File: src/hdl/drvso_pkg.sv
package drvso_pkg;
  // --------------------------------------------------------------
  // register map, byte addresses
  // --------------------------------------------------------------
  localparam logic [11:0] REG_CFG = 12'h000;
  localparam logic [11:0] REG_TSEL = 12'h004;
  localparam logic [11:0] REG_RSEL = 12'h008;
  localparam logic [11:0] REG_THR1 = 12'h00C;
  localparam logic [11:0] REG_THR2 = 12'h010;
  localparam logic [11:0] REG_FMAX = 12'h014;
  localparam logic [11:0] REG_TQ = 12'h018;
  localparam logic [11:0] REG_STAT = 12'h01C;
  // --------------------------------------------------------------
  // fields and values after reset
  // --------------------------------------------------------------
  localparam int RELAY_POL_BIT = 5;
  localparam int CM_LSB = 8;
  localparam logic [31:0] CFG_RST = 32'h0000_0020;
  localparam logic [29:0] TSEL_RST = 30'h0000_0000;
  localparam logic [5:0] RSEL_RST = 6'h05;
  localparam logic [15:0] FMAX_RST = 16'h1770;
  localparam logic [7:0] TQ_MAX_SMALL = 8'hC8;
  localparam logic [7:0] TQ_MAX_LARGE = 8'hB4;
  localparam logic [15:0] FON_DIV = 16'h0064;
  localparam logic [15:0] FOFF_DIV = 16'h0032;
  // --------------------------------------------------------------
  // output function codes and control methods
  // --------------------------------------------------------------
  localparam logic [5:0] FN_RUN = 6'h00;
  localparam logic [5:0] FN_FA1 = 6'h01;
  localparam logic [5:0] FN_FA2 = 6'h02;
  localparam logic [5:0] FN_ALARM = 6'h05;
  localparam logic [5:0] FN_FA3 = 6'h06;
  localparam logic [5:0] FN_OTQ = 6'h07;
  localparam logic [5:0] FN_FA4 = 6'h18;
  localparam logic [5:0] FN_FA5 = 6'h19;
  localparam logic [3:0] CM_SLV = 4'h3;
  localparam logic [3:0] CM_SLV0 = 4'h4;
  localparam logic [3:0] CM_SENSOR = 4'h5;
  // --------------------------------------------------------------
  // carriers
  // --------------------------------------------------------------
  typedef struct packed {
    logic run;
    logic dcbrake;
    logic trip;
    logic accel;
    logic decel;
    logic reverse;
    logic [15:0] fout;
    logic [15:0] fset;
    logic [9:0] torque;
  } drvso_drive_s;
  typedef struct packed {
    logic fa1;
    logic fa2;
    logic fa3;
    logic fa4;
    logic fa5;
    logic torque_over_limit;
  } drvso_flags_s;
endpackage

File: src/hdl/drvso_top.sv
// Our own choices: the APB register port and the register addresses.
`timescale 1ns/1ns
// What this block does
// [RL1] each transistor output has own polarity: 00 direct, 01 inverted, reset 00
// [RL2] relay polarity 00 first contact NO, 01 reversed; default 01
// [RL3] alarm on relay: polarity 00 fault closes first contact, 01 opens it
// [RL4] relay is changeover: second contact always opposite first; reset as unpowered
// [RL5] function code 00 shows running indicator while drive runs
// [RL6] running indicator also held during DC injection braking
// [RL7] acceleration threshold 0 suppresses arrival during acceleration
// [RL8] deceleration threshold 0 suppresses arrival during deceleration
// [RL9] arrival functions 01, 02, 06, 24, 25 selectable
// [RL10] arrival sets at target minus 1% max, clears below minus 2%
// [RL11] equal-only: accel on -1% off +2%; decel on +1% off -2%
// [RL12] constant speed arrival compares against active frequency command
// [RL13] exceeded flags 02 and 24 use first and second threshold pairs
// [RL14] equal-only flags 06 and 25 use first and second pairs
// [RL15] overtorque 07 when torque magnitude exceeds level of current quadrant
// [RL16] torque levels 0..200 small or 0..180 large rating, default maximum
// [RL17] overtorque meaningful only under vector control methods
// [RL18] outside hoist control brakes on arrival, releases on overtorque
// [RL19] relay function selection defaults to alarm code 05
// [RL20] flags registered in one domain; reset drives outputs inactive
// [RL21] hysteresis is fraction of max frequency; each comparator keeps state
module drvso_top (
  input wire logic I_CLK,
  input wire logic I_RST,
  input wire logic [11:0] I_PADDR,
  input wire logic I_PSEL,
  input wire logic I_PENABLE,
  input wire logic I_PWRITE,
  input wire logic [31:0] I_PWDATA,
  input wire logic [3:0] I_PSTRB,
  output logic [31:0] O_PRDATA,
  output logic O_PREADY,
  output logic O_PSLVERR,
  input wire logic I_LARGE_RATING,
  input wire drvso_pkg::drvso_drive_s I_DRIVE,
  output logic [4:0] O_TR,
  output logic O_RELAY_FIRST,
  output logic O_RELAY_SECOND
);
  import drvso_pkg::*;

  // --------------------------------------------------------------
  // helpers
  // --------------------------------------------------------------
  function automatic logic [31:0] bmerge(input logic [31:0] o,
      input logic [31:0] w, input logic [3:0] s);
    for (int b = 0; b < 4; b++) begin
      bmerge[8*b+:8] = s[b] ? w[8*b+:8] : o[8*b+:8];
    end
  endfunction

  function automatic logic [31:0] tclamp(input logic [31:0] v,
      input logic [7:0] mx);
    for (int b = 0; b < 4; b++) begin
      tclamp[8*b+:8] = (v[8*b+:8] > mx) ? mx : v[8*b+:8];
    end
  endfunction

  // eq selects the equal-only band, dn the deceleration side
  function automatic logic arr_next(input logic q, input logic [15:0] f,
      input logic [15:0] t, input logic [15:0] fon,
      input logic [15:0] foff, input logic eq, input logic dn);
    logic [16:0] f_on;
    logic [16:0] f_off;
    logic [16:0] t_on;
    logic [16:0] t_off;
    logic r;
    f_on = {1'b0, f} + {1'b0, fon};
    f_off = {1'b0, f} + {1'b0, foff};
    t_on = {1'b0, t} + {1'b0, fon};
    t_off = {1'b0, t} + {1'b0, foff};
    r = q;
    if (!eq) begin
      if (f_on >= {1'b0, t}) r = 1'b1; // RL10
      else if (f_off < {1'b0, t}) r = 1'b0;
    end else if (!dn) begin
      if ({1'b0, f} > t_off) r = 1'b0; // RL11
      else if (f_on >= {1'b0, t}) r = 1'b1;
    end else begin
      if (f_off < {1'b0, t}) r = 1'b0; // RL11
      else if ({1'b0, f} <= t_on) r = 1'b1;
    end
    arr_next = r;
  endfunction

  function automatic logic fn_sel(input logic [5:0] code,
      input drvso_flags_s fl, input logic run, input logic trip);
    logic r;
    r = 1'b0;
    case (code)
      FN_RUN: r = run; // RL5
      FN_FA1: r = fl.fa1; // RL9
      FN_FA2: r = fl.fa2;
      FN_ALARM: r = trip;
      FN_FA3: r = fl.fa3;
      FN_OTQ: r = fl.torque_over_limit;
      FN_FA4: r = fl.fa4;
      FN_FA5: r = fl.fa5;
      default: r = 1'b0;
    endcase
    fn_sel = r;
  endfunction

  // --------------------------------------------------------------
  // registers
  // --------------------------------------------------------------
  logic [31:0] cfg_q;
  logic [29:0] tsel_q;
  logic [5:0] rsel_q;
  logic [31:0] thr_q [2];
  logic [15:0] fmax_q;
  logic [31:0] tq_q;
  logic large_q;
  logic [7:0] tq_max;
  logic wr;
  logic mapped;
  logic [31:0] rd_d;
  logic [31:0] prdata_q;
  drvso_flags_s flags;
  logic [31:0] tsel_w;
  logic [31:0] rsel_w;
  logic [31:0] fmax_w;

  assign tsel_w = bmerge({2'b00, tsel_q}, I_PWDATA, I_PSTRB);
  assign rsel_w = bmerge({26'h000_0000, rsel_q}, I_PWDATA, I_PSTRB);
  assign fmax_w = bmerge({16'h0000, fmax_q}, I_PWDATA, I_PSTRB);
  assign wr = I_PSEL && I_PENABLE && I_PWRITE;
  assign tq_max = large_q ? TQ_MAX_LARGE : TQ_MAX_SMALL;
  assign O_PREADY = 1'b1;
  assign O_PSLVERR = I_PSEL && I_PENABLE && !mapped;
  assign O_PRDATA = prdata_q;

  // rating is a strap: taken while reset is held, fixed afterwards
  always_ff @(posedge I_CLK) begin
    if (I_RST) large_q <= I_LARGE_RATING;
  end

  always_ff @(posedge I_CLK) begin
    if (I_RST) begin
      cfg_q <= CFG_RST; // RL1 RL2
      tsel_q <= TSEL_RST;
      rsel_q <= RSEL_RST; // RL19
      thr_q[0] <= 32'h0000_0000;
      thr_q[1] <= 32'h0000_0000;
      fmax_q <= FMAX_RST;
      tq_q <= {4{I_LARGE_RATING ? TQ_MAX_LARGE : TQ_MAX_SMALL}}; // RL16
    end else if (wr) begin
      case (I_PADDR)
        REG_CFG: cfg_q <= bmerge(cfg_q, I_PWDATA, I_PSTRB);
        REG_TSEL: tsel_q <= tsel_w[29:0];
        REG_RSEL: rsel_q <= rsel_w[5:0];
        REG_THR1: thr_q[0] <= bmerge(thr_q[0], I_PWDATA, I_PSTRB);
        REG_THR2: thr_q[1] <= bmerge(thr_q[1], I_PWDATA, I_PSTRB);
        REG_FMAX: fmax_q <= fmax_w[15:0];
        // out-of-range levels saturate at the rating maximum
        REG_TQ: tq_q <= tclamp(bmerge(tq_q, I_PWDATA, I_PSTRB),
                               tq_max); // RL16
        default: ;
      endcase
    end
  end

  always_comb begin
    mapped = 1'b1;
    rd_d = 32'h0000_0000;
    case (I_PADDR)
      REG_CFG: rd_d = cfg_q;
      REG_TSEL: rd_d = {2'b00, tsel_q};
      REG_RSEL: rd_d = {26'h000_0000, rsel_q};
      REG_THR1: rd_d = thr_q[0];
      REG_THR2: rd_d = thr_q[1];
      REG_FMAX: rd_d = {16'h0000, fmax_q};
      REG_TQ: rd_d = tq_q;
      REG_STAT: rd_d = {20'h0_0000, O_RELAY_FIRST, O_TR, flags};
      default: mapped = 1'b0;
    endcase
  end

  // read data latched in setup so the access phase needs no wait
  always_ff @(posedge I_CLK) begin
    if (I_RST) prdata_q <= 32'h0000_0000;
    else if (I_PSEL && !I_PENABLE) prdata_q <= rd_d;
  end

  // --------------------------------------------------------------
  // arrival comparators
  // --------------------------------------------------------------
  logic [15:0] fon;
  logic [15:0] foff;
  logic fa1_q;
  logic [1:0] fx_q;
  logic [1:0] fe_q;
  logic run_ind;

  assign fon = fmax_q / FON_DIV; // RL21
  assign foff = fmax_q / FOFF_DIV; // RL21
  assign run_ind = I_DRIVE.run || I_DRIVE.dcbrake; // RL6

  always_ff @(posedge I_CLK) begin
    if (I_RST || !I_DRIVE.run) fa1_q <= 1'b0;
    else fa1_q <= arr_next(fa1_q, I_DRIVE.fout, I_DRIVE.fset, fon,
                           foff, 1'b0, 1'b0); // RL12
  end

  for (genvar k = 0; k < 2; k++) begin : g_pair
    logic [15:0] ta;
    logic [15:0] td;
    assign ta = thr_q[k][15:0];
    assign td = thr_q[k][31:16];
    always_ff @(posedge I_CLK) begin
      if (I_RST || !I_DRIVE.run) begin
        fx_q[k] <= 1'b0;
        fe_q[k] <= 1'b0;
      end else if (I_DRIVE.accel) begin
        if (ta == 16'h0000) begin
          fx_q[k] <= 1'b0; // RL7
          fe_q[k] <= 1'b0;
        end else begin
          fx_q[k] <= arr_next(fx_q[k], I_DRIVE.fout, ta, fon, foff,
                              1'b0, 1'b0); // RL13
          fe_q[k] <= arr_next(fe_q[k], I_DRIVE.fout, ta, fon, foff,
                              1'b1, 1'b0); // RL14
        end
      end else if (I_DRIVE.decel) begin
        if (td == 16'h0000) begin
          fx_q[k] <= 1'b0; // RL8
          fe_q[k] <= 1'b0;
        end else begin
          fx_q[k] <= arr_next(fx_q[k], I_DRIVE.fout, td, fon, foff,
                              1'b0, 1'b1); // RL13
          fe_q[k] <= arr_next(fe_q[k], I_DRIVE.fout, td, fon, foff,
                              1'b1, 1'b1); // RL14
        end
      end
    end
  end

  // --------------------------------------------------------------
  // overtorque
  // --------------------------------------------------------------
  logic [9:0] tmag;
  logic [7:0] tlev;
  logic vec_on;
  logic otq_q;

  assign tmag = I_DRIVE.torque[9] ? (~I_DRIVE.torque + 10'h001)
                                  : I_DRIVE.torque;
  assign vec_on = cfg_q[CM_LSB+:4] == CM_SLV ||
                  cfg_q[CM_LSB+:4] == CM_SLV0 ||
                  cfg_q[CM_LSB+:4] == CM_SENSOR;

  always_comb begin
    unique case ({I_DRIVE.reverse, I_DRIVE.torque[9]})
      2'b00: tlev = tq_q[7:0]; // RL15
      2'b10: tlev = tq_q[15:8];
      2'b11: tlev = tq_q[23:16];
      2'b01: tlev = tq_q[31:24];
    endcase
  end

  always_ff @(posedge I_CLK) begin
    if (I_RST) otq_q <= 1'b0;
    else otq_q <= tmag > {2'b00, tlev}; // RL15
  end

  // outside vector control the estimate is junk, so hold it low
  assign flags = '{fa1: fa1_q, fa2: fx_q[0], fa3: fe_q[0],
                   fa4: fx_q[1], fa5: fe_q[1],
                   torque_over_limit: otq_q && vec_on}; // RL17

  // --------------------------------------------------------------
  // output stage
  // --------------------------------------------------------------
  logic [4:0] tr_q;
  logic relay_first_q;
  logic relay_second_q;
  logic [4:0] tr_fn;
  logic relay_fn;

  for (genvar k = 0; k < 5; k++) begin : g_tr
    assign tr_fn[k] = fn_sel(tsel_q[6*k+:6], flags, run_ind,
                             I_DRIVE.trip);
  end
  assign relay_fn = fn_sel(rsel_q, flags, run_ind, I_DRIVE.trip);

  always_ff @(posedge I_CLK) begin
    if (I_RST) begin
      tr_q <= CFG_RST[4:0]; // RL20
      // unpowered contact state: first open, second closed
      relay_first_q <= 1'b0; // RL4
      relay_second_q <= 1'b1; // RL4
    end else begin
      tr_q <= tr_fn ^ cfg_q[4:0]; // RL1
      relay_first_q <= relay_fn ^ cfg_q[RELAY_POL_BIT]; // RL2 RL3
      relay_second_q <= !(relay_fn ^ cfg_q[RELAY_POL_BIT]); // RL4
    end
  end

  assign O_TR = tr_q;
  assign O_RELAY_FIRST = relay_first_q;
  assign O_RELAY_SECOND = relay_second_q;
endmodule

File: config.mk
export PLATFORM = sky130hd
export DESIGN_NAME = drvso_top
export DESIGN_NICKNAME = d
export VERILOG_FILES = /design/src/hdl/drvso_pkg.sv /design/src/hdl/drvso_top.sv
export SDC_FILE = /design/constraint.sdc
export NUM_CORES = 1
export LEC_CHECK = 0
export ABC_AREA = 1
export BUFFER_PORTS_ARGS = -buffer_cell sky130_fd_sc_hd__buf_2
export CAP_MARGIN = 20
export CORE_MARGIN = 2
export CORE_UTILIZATION = 40
export CTS_CLUSTER_SIZE = 20
export DETAILED_ROUTE_END_ITERATION = 10
export SYNTH_ARGS = -nofsm -noshare
export SYNTH_HDL_FRONTEND = slang
export SYNTH_SLANG_ARGS = --single-unit
File: constraint.sdc
create_clock -name I_CLK -period 11.4 [get_ports I_CLK]
set_clock_uncertainty 0.05 [all_clocks]
set_input_delay 2.28 -clock I_CLK [delete_from_list [all_inputs] [get_ports I_CLK]]
set_output_delay 2.28 -clock I_CLK [all_outputs]
set_load 0.005 [all_outputs]
==> flow_summary.ini, run 1 <==
[global_route]
grt_pass1_wl_um = 124500
grt_pass1_vias = 19770
grt-ovfl-total = 0
grt_usage_pct = 31.10
grt_max_degree = 65
antenna_found_initial = 0

[placement]
dp.cells = 3556
post-place-ws_ps = 1835
place_area_um2 = 22260
routabilityCongestion = 1.039
port_buffers = 141
dp_hpwl_um = 69930

[synthesis]
yosysWarningCount = 0
synthTopCellsByArea = ha_1, edfxtp_1, dfxtp_1
ys_ff_latch = 226
synth_top_area_share_pct = 18.76
ys.flop_type = dfxtp_1
syn-mean-instance-area_um2 = 7.474
syn_nets = 3194
syn_area_um2 = 20740
synth-edff-count = 97
synthCells = 2775
yosysUniqueCellTypes = 67
async_reset_ff_share_pct = 0
synth_top_area_cell = ha_1
synth_seq_area_share_pct = 26.50

[power]
p_per_area_nw_per_um2 = 101.5
p_leak_nw = 10.75
irDropWorstVdd_mv = 0.09003
power_mw = 2.355

[min_path]
min_path_cells = 2
hp-class = reg -> reg
min_from = cfg_q[31]
whs_endpoint = cfg_q[31]

[clock_network]
h-tree-depth = 1
post_cts_buffers = 0
root_buffer = clkbuf_16
cts_buffers = 27
clk_pin_slew_worst_paths_ps = 70
clk_latency_ps = 570
cts-resized-gates = 0
ctsLongestPathBuffers = 3
hold_buffers = 0
cts_tree = yes
cts_sinks = 226

[setup_path]
worst-setup-path-type = reg -> reg
cp-start-kind = flip-flop
critPathLaunch = fmax_q[14]
cp_slowest_cell = xor2_1
crit_top_cell = nand2_1
reg2reg_slack_ps = 1690
rr_endpoint = flags[4]
crit_fanout = 9
end_kind = flip-flop
crit_arrival_ps = 10090
rr_startpoint = fmax_q[14]
critPathMaxStageDelay_ps = 450
required_ps = 11780
rr_worst_depth = 70

[route]
routed_wl_um = 85060
antenna_left = 0
drt_iter0_drc = 1925
drc = 0
routedWlPerCell_um = 23.58
vias = 20780
firstDrtPassIters = 6
post_drt_via_cell_ratio = 5.762

[cells_and_area]
final_area_um2 = 23190
areaGrowthSynthToFinish_pct = 11.82
final_nets = 3326
final_layout_size_suffix_gt1_share_pct = 11.10
layout_common_cells = nand2_1, inv_1, ha_1
diodes = 0
fin_util_pct = 45.21
final_cells = 3607
layout_commonest_cell = nand2_1

[floorplanning]
num_rows = 83
fp.coreArea_um2 = 51300
die-width_um = 231.7
die_y_um = 231.7
die-area_um2 = 53690
design.portCount = 143
initial_core_util_pct = 40.43

[sta]
fin_setup_tns_ps = 0
setup_ws_ps = 1688
worst_pin_slew_ps = 1134
slew_headroom_pct = 24.16
final-hold-violation-count = 0
fin_crit_sh_pct = 85.20
setup_viol = 0
fmax_ghz = 0.1030
rsz0062_at_grt = no
fin_hold_ws_ps = 406.9
slew_viol_final = 0
period_needed_ps = 9712

[flow_run]
drv_cap = 0

[run_status]
status = finished clean
==> registers in the layout (all words and copies together), names as in the netlist <==
name,flops
rsel_q,6
O_RELAY_FIRST,1
thr_q,64
O_RELAY_SECOND,1
fa1_q,1
otq_q,1
O_PRDATA,32
cfg_q,32
flags,2
tq_q,32
fmax_q,16
large_q,1
O_TR,5
tsel_q,30
fe_q,2
==> synth_stat cells, types with 24 or more instances <==
cell,count
nor2_1,174
a21oi_1,291
nor4_1,26
nand2_2,31
nor3_1,35
inv_1,391
nand2_1,409
clkbuf_1,62
ha_1,311
o21ai_0,251
xor2_1,69
nand4_1,40
edfxtp_1,97
dfxtp_1,129
o221ai_1,24
o22ai_1,55
nand3_1,109
o21bai_1,26
o211ai_1,27
==> cell type report <==
type / instances / area, um^2
clock inverters: 16 / 181.4
clock buffers: 33 / 718.2
repair buffers: 170 / 942.2
inverters: 413 / 1555
fillers: 5257 / 28110
well taps: 680 / 850.8
flip-flops and latches: 226 / 5495
multi-input cells: 2069 / 13450
==> worst max-delay path: cells and delay by family, from the launching register on <==
kind / cells / cell delay, ps
compound gates: 11 / 2290
buf+inv: 8 / 620
fa+ha+maj: 3 / 930
xor+xnor: 1 / 450
flops: 1 / 410
simple gates: 47 / 4780
==> report_power, final <==
| group | internal, mW | switching [mW] |
|---|---|---|
| Sequential | 0.873 | 0.0385 |
| Clock | 0.519 | 0.367 |
| Combinational | 0.190 | 0.367 |
| Total | 1.58 | 0.772 |
==> metal layers <==
metal	wire length, um	share of wire, %	track usage (%)
met5	0	0	0
met2	37990	45	50.25
met1	37280	44	42.99
met4	3796	4.5	12.36
met3	5990	7.0	2.394
==> cell families after synthesis <==
kind of cell / synth area share [%]
AND/OR/NAND/NOR: 20.23
AO/OA/AOI/OAI: 21.51
buffers and inverters: 8.729
adder cells (fa/ha/maj): 19.34
flip-flops: 26.50
XOR/XNOR: 3.674
other: 0.01808
==> worst max-delay path by stage <==
stage | to | slack (ps) | depth (start not counted)
global placement | flags[4] | 2180 | 72
detailed placement | flags[4] | 1840 | 73
finish | flags[4] | 1690 | 70
CTS | flags[4] | 1790 | 72
floorplan | flags[4] | 3240 | 73
global route | flags[4] | 810 | 72
(Power assumes the default switching activity.)
==> inputs of run 2 (changes only) <==
--- a/config.mk
+++ b/config.mk
@@ -6,12 +6,12 @@
 export NUM_CORES = 1
 export LEC_CHECK = 0
 export ABC_AREA = 1
-export BUFFER_PORTS_ARGS = -buffer_cell sky130_fd_sc_hd__buf_2
 export CAP_MARGIN = 20
 export CORE_MARGIN = 2
 export CORE_UTILIZATION = 40
 export CTS_CLUSTER_SIZE = 20
 export DETAILED_ROUTE_END_ITERATION = 10
+export DONT_BUFFER_PORTS = 1
 export SYNTH_ARGS = -nofsm -noshare
 export SYNTH_HDL_FRONTEND = slang
 export SYNTH_SLANG_ARGS = --single-unit
==> constraint.sdc (replaced) <==
create_clock -name I_CLK -period 11.4 [get_ports I_CLK]
set_clock_uncertainty 0.05 [all_clocks]
set_input_delay 2.28 -clock I_CLK [delete_from_list [all_inputs] [get_ports I_CLK]]
set_output_delay 2.28 -clock I_CLK [all_outputs]
set_load 0.1 [all_outputs]
==> run 2 against run 1 <==
Against the previous run: via count is 2.3% lower; worst hold slack improved by 0.74 ps; non-clock buffer count down 141; flip-flop and latch count unchanged; clock-buffer cell count increased by 8; critical path type unchanged.
==> flow_summary.ini, run 2 (synthesized netlist as in run 1, its figures left out) <==
[run_status]
status = finished clean

[sta]
setup_viol = 0
fin_hold_ws_ps = 407.7
final-hold-violation-count = 0
period_needed_ps = 9544
fmax_ghz = 0.1048
worst_pin_slew_ps = 1186
slew_viol_final = 0
fin_crit_sh_pct = 83.72
rsz0062_at_grt = no
slew_headroom_pct = 20.65
fin_setup_tns_ps = 0

[route]
drt_iter0_drc = 1865
routed_wl_um = 84350
drc = 0
routedWlPerCell_um = 24.34
firstDrtPassIters = 6
antenna_left = 0
vias = 20310
post_drt_via_cell_ratio = 5.862

[clock_network]
cts_tree = yes
post_cts_buffers = 0
root_buffer = clkbuf_16
hold_buffers = 0
clk_pin_slew_worst_paths_ps = 60
cts_sinks = 226
cts_buffers = 26
clk_latency_ps = 550
cts-resized-gates = 0
ctsLongestPathBuffers = 3
h-tree-depth = 1

[power]
swShare_pct = 32.16
switchingPower_mw = 0.7368
power_mw = 2.291
internal-power_mw = 1.554
pwr-share-clk_pct = 37.1
p_per_area_nw_per_um2 = 102.0
p_leak_nw = 10.13
p_comb_share_pct = 22.6
seqPwrFrac_pct = 40.4
irDropWorstVdd_mv = 0.09519

[cells_and_area]
final_layout_size_suffix_gt1_share_pct = 6.427
areaGrowthSynthToFinish_pct = 8.313
diodes = 0
largest_reg_flops = 64
final_nets = 3184
top_register = thr_q
fillers = 5273
layout_common_cells = nand2_1, inv_1, ha_1
layout_commonest_cell = nand2_1

[setup_path]
cp-start-kind = flip-flop
rr_endpoint = flags[4]
crit_fanout = 9
critPathMaxStageDelay_ps = 440
rr_startpoint = fmax_q[12]
cp_slowest_cell = xor2_1
required_ps = 11760
crit_top_cell = nand2_2
reg2reg_slack_ps = 1860
crit_arrival_ps = 9900
rr_worst_depth = 75
end_kind = flip-flop
worst-setup-path-type = reg -> reg

[global_route]
grt_max_degree = 66
grt_usage_pct = 30.56
grt_pass1_wl_um = 122400
antenna_found_initial = 1
grt-ovfl-total = 0
grt_pass1_vias = 19230

[floorplanning]
fp.coreArea_um2 = 51300
design.portCount = 143
die-area_um2 = 53690
die_y_um = 231.7
die-width_um = 231.7
initial_core_util_pct = 40.43
num_rows = 83

[placement]
routabilityCongestion = 1.037
port_buffers = 0
dp_hpwl_um = 69120

[min_path]
whs_endpoint = cfg_q[14]
min_from = cfg_q[14]
hp-class = reg -> reg
min_path_cells = 2

[flow_run]
drv_cap = 0
## run 2: stage by stage
| stage | area [um^2] | worst slack, ps | utilization [%] | cells |
|---|---|---|---|---|
| 6_report | 22460 | 1856 | 43.79 | 3465 |
| 5_1_grt | 22460 | 830.6 | 43.79 | 3465 |
| 4_1_cts | 22430 | 1895 | 43.72 | 3463 |
| 3_5_place_dp | 21570 | 1931 | 42.05 | 3415 |
| 3_3_place_gp | 21570 | 2235 | 42.04 | 3414 |
| 2_1_floorplan | 20740 | 3237 | - | 2775 |
## run 2: final cells by class
cell class	count	area, um^2	area share, %
multi-input cells	2069	13450	59.89
flip-flops and latches	226	5495	24.46
inverters	413	1555	6.923
well taps	680	850.8	3.787
clock buffers	41	799.5	3.559
repair buffers	29	252.7	1.125
clock inverters	7	57.56	0.2562
## run 2: power by group through the flow
stage / logic [mW] / registers [mW] / clock network (mW)
after CTS: 0.508 / 0.923 / 0.855
after global routing: 0.575 / 0.925 / 0.886
after floorplan: 0.346 / 0.915 / 0
final: 0.517 / 0.925 / 0.849
after detailed placement: 0.505 / 0.940 / 0
after global placement: 0.489 / 0.940 / 0
## run 2: per-layer routing
layer,vias up,part of all wire (%),GRT usage [%]
met2,826,45,50.09
met1,9654,43,40.62
li1,9667,-,-
met5,-,0.014,0
met4,2,4.2,11.32
met3,162,7.7,4.556
## run 2: worst max-delay path: cells and delay by family (launching register included)
family,cells,cell delay (ps)
flops,1,370
fa+ha+maj,3,910
compound gates,9,1730
simple gates,56,5420
buf+inv,6,440
xor+xnor,1,440
## run 2: how the worst max path moves through the flow
stage | from | endpoint | depth (start not counted)
floorplan | fmax_q[12] | flags[4] | 73
global placement | fmax_q[12] | flags[4] | 71
detailed placement | fmax_q[11] | flags[4] | 73
CTS | fmax_q[11] | flags[4] | 73
global route | fmax_q[11] | flags[4] | 71
finish | fmax_q[12] | flags[4] | 75
==> inputs of run 3 (changes only) <==
==> constraint.sdc (replaced) <==
create_clock -name I_CLK -period 9.46 [get_ports I_CLK]
set_clock_uncertainty 0.05 [all_clocks]
set_input_delay 1.892 -clock I_CLK [delete_from_list [all_inputs] [get_ports I_CLK]]
set_output_delay 1.892 -clock I_CLK [all_outputs]
set_load 0.1 [all_outputs]
==> run 3 against run 2 <==
Against the previous run: combinational power grew 23%; sequential share of layout area decreased by 0.53 points; cell count increased by 0.84%; global-route usage decreased by 0.061 points; die area did not move; critical path depth fell by 10; largest cell class unchanged.
==> flow_summary.ini, run 3 (synthesized netlist as in run 1, its figures left out) <==
[clock_network]
clk_pin_slew_worst_paths_ps = 70
cts_tree = yes
cts_sinks = 226
cts_buffers = 27
clk_latency_ps = 560
ctsLongestPathBuffers = 3
root_buffer = clkbuf_16
h-tree-depth = 1

[global_route]
grt_pass1_wl_um = 122400
grt_usage_pct = 30.50
grt-ovfl-total = 0
antenna_found_initial = 1
grt_pass1_vias = 19320
grt_max_degree = 69

[cells_and_area]
final_nets = 3212
top_register = thr_q
areaGrowthSynthToFinish_pct = 10.92
fin_util_pct = 44.84
largest_reg_flops = 64
final_cells = 3494
final_layout_size_suffix_gt1_share_pct = 8.991
final_area_um2 = 23000
layout_common_cells = nand2_1, inv_1, ha_1
layout_commonest_cell = nand2_1
diodes = 0

[placement]
routabilityCongestion = 0.9918
place_area_um2 = 21650
dp.cells = 3425
port_buffers = 0
dp_hpwl_um = 69090
post-place-ws_ps = -32.82

[floorplanning]
design.portCount = 143
initial_core_util_pct = 40.43
num_rows = 83
die-area_um2 = 53690
fp.coreArea_um2 = 51300
die_y_um = 231.7
die-width_um = 231.7

[setup_path]
crit_family = simple AND/OR/NAND/NOR gates
end_kind = flip-flop
worst-setup-path-type = reg -> reg
cp-start-kind = flip-flop
required_ps = 9840
crit_buf_inv = 4
rr_worst_depth = 65
critPathMaxStageDelay_ps = 430
crit_arrival_ps = 9360
path_depth = 65
crit_fanout = 9
cp_slowest_cell = fa_2

[route]
firstDrtPassIters = 8
routed_wl_um = 84730
routedWlPerCell_um = 24.25
vias = 20590
antenna_left = 0
post_drt_via_cell_ratio = 5.892
drt_iter0_drc = 1908
drc = 0

[power]
swShare_pct = 32.20
p_per_area_nw_per_um2 = 124.1
p_leak_nw = 10.33
irDropWorstVdd_mv = 0.1462
switchingPower_mw = 0.9191
seqPwrFrac_pct = 39.0
pwr-share-clk_pct = 38.8
p_comb_share_pct = 22.2
power_mw = 2.854
internal-power_mw = 1.935

[sta]
fin_hold_ws_ps = 409.9
worst_pin_slew_ps = 1043
setup_viol = 0
setup_ws_ps = 480.6
fin_crit_sh_pct = 94.92
fin_setup_tns_ps = 0
slew_headroom_pct = 30.38
final-hold-violation-count = 0
period_needed_ps = 8979
slew_viol_final = 0
fmax_ghz = 0.1114

[min_path]
min_path_cells = 2
hp-class = reg -> reg

[run_status]
status = finished clean

[flow_run]
drv_cap = 0
run 3: layout make-up:
class                           count  area, um^2
Inverter                          413        1565
Clock buffer                       33       728.2
Sequential cell                   226        5505
Clock inverter                     17       205.2
Tap cell                          680       850.8
Multi-Input combinational cell   2069       13690
Fill cell                        5279       28300
Timing Repair Buffer               56       457.9
run 3: worst reg2reg max path: cells and delay by family, from the launching register on:
| family | cells | cell delay [ps] |
|---|---|---|
| AO/OA/AOI/OAI | 16 | 2560 |
| XOR/XNOR | 1 | 190 |
| adder cells (fa/ha/maj) | 3 | 970 |
| buffers and inverters | 4 | 720 |
| flip-flops | 1 | 350 |
| AND/OR/NAND/NOR | 41 | 4040 |
run 3: power by group through the flow:
stage / clock network [mW] / registers (mW) / logic (mW)
finish: 1.11 / 1.11 / 0.634
floorplan: 0 / 1.10 / 0.417
CTS: 1.11 / 1.11 / 0.616
global route: 1.15 / 1.11 / 0.704
detailed placement: 0 / 1.13 / 0.612
global placement: 0 / 1.13 / 0.593
run 3: path summary, 6_finish.rpt:
| path | slack (ps) | end | startpoint |
|---|---|---|---|
| setup reg to reg | 480 | flags[4] | fmax_q[10] |
| setup / recovery | 480 | flags[4] | fmax_q[10] |
| hold reg to reg | 410 | cfg_q[20] | cfg_q[20] |
| hold / removal | 410 | cfg_q[20] | cfg_q[20] |
run 3: per-layer routing:
| metal | wire [um] | up-vias | track usage, % |
|---|---|---|---|
| met2 | 37820 | 915 | 49.03 |
| met4 | 3849 | 2 | 12.36 |
| li1 | - | 9717 | - |
| met3 | 7856 | 181 | 5.636 |
| met5 | 13 | - | 0 |
| met1 | 35180 | 9773 | 40.24 |
run 3: repair_timing:
item	CTS	global route
endpoints found under the setup margin	1	5
buffers inserted	0	17
pin swaps	0	26
resized for setup	1	69
hold endpoints to repair	0	0
gates cloned	0	0
hold buffers	0	0
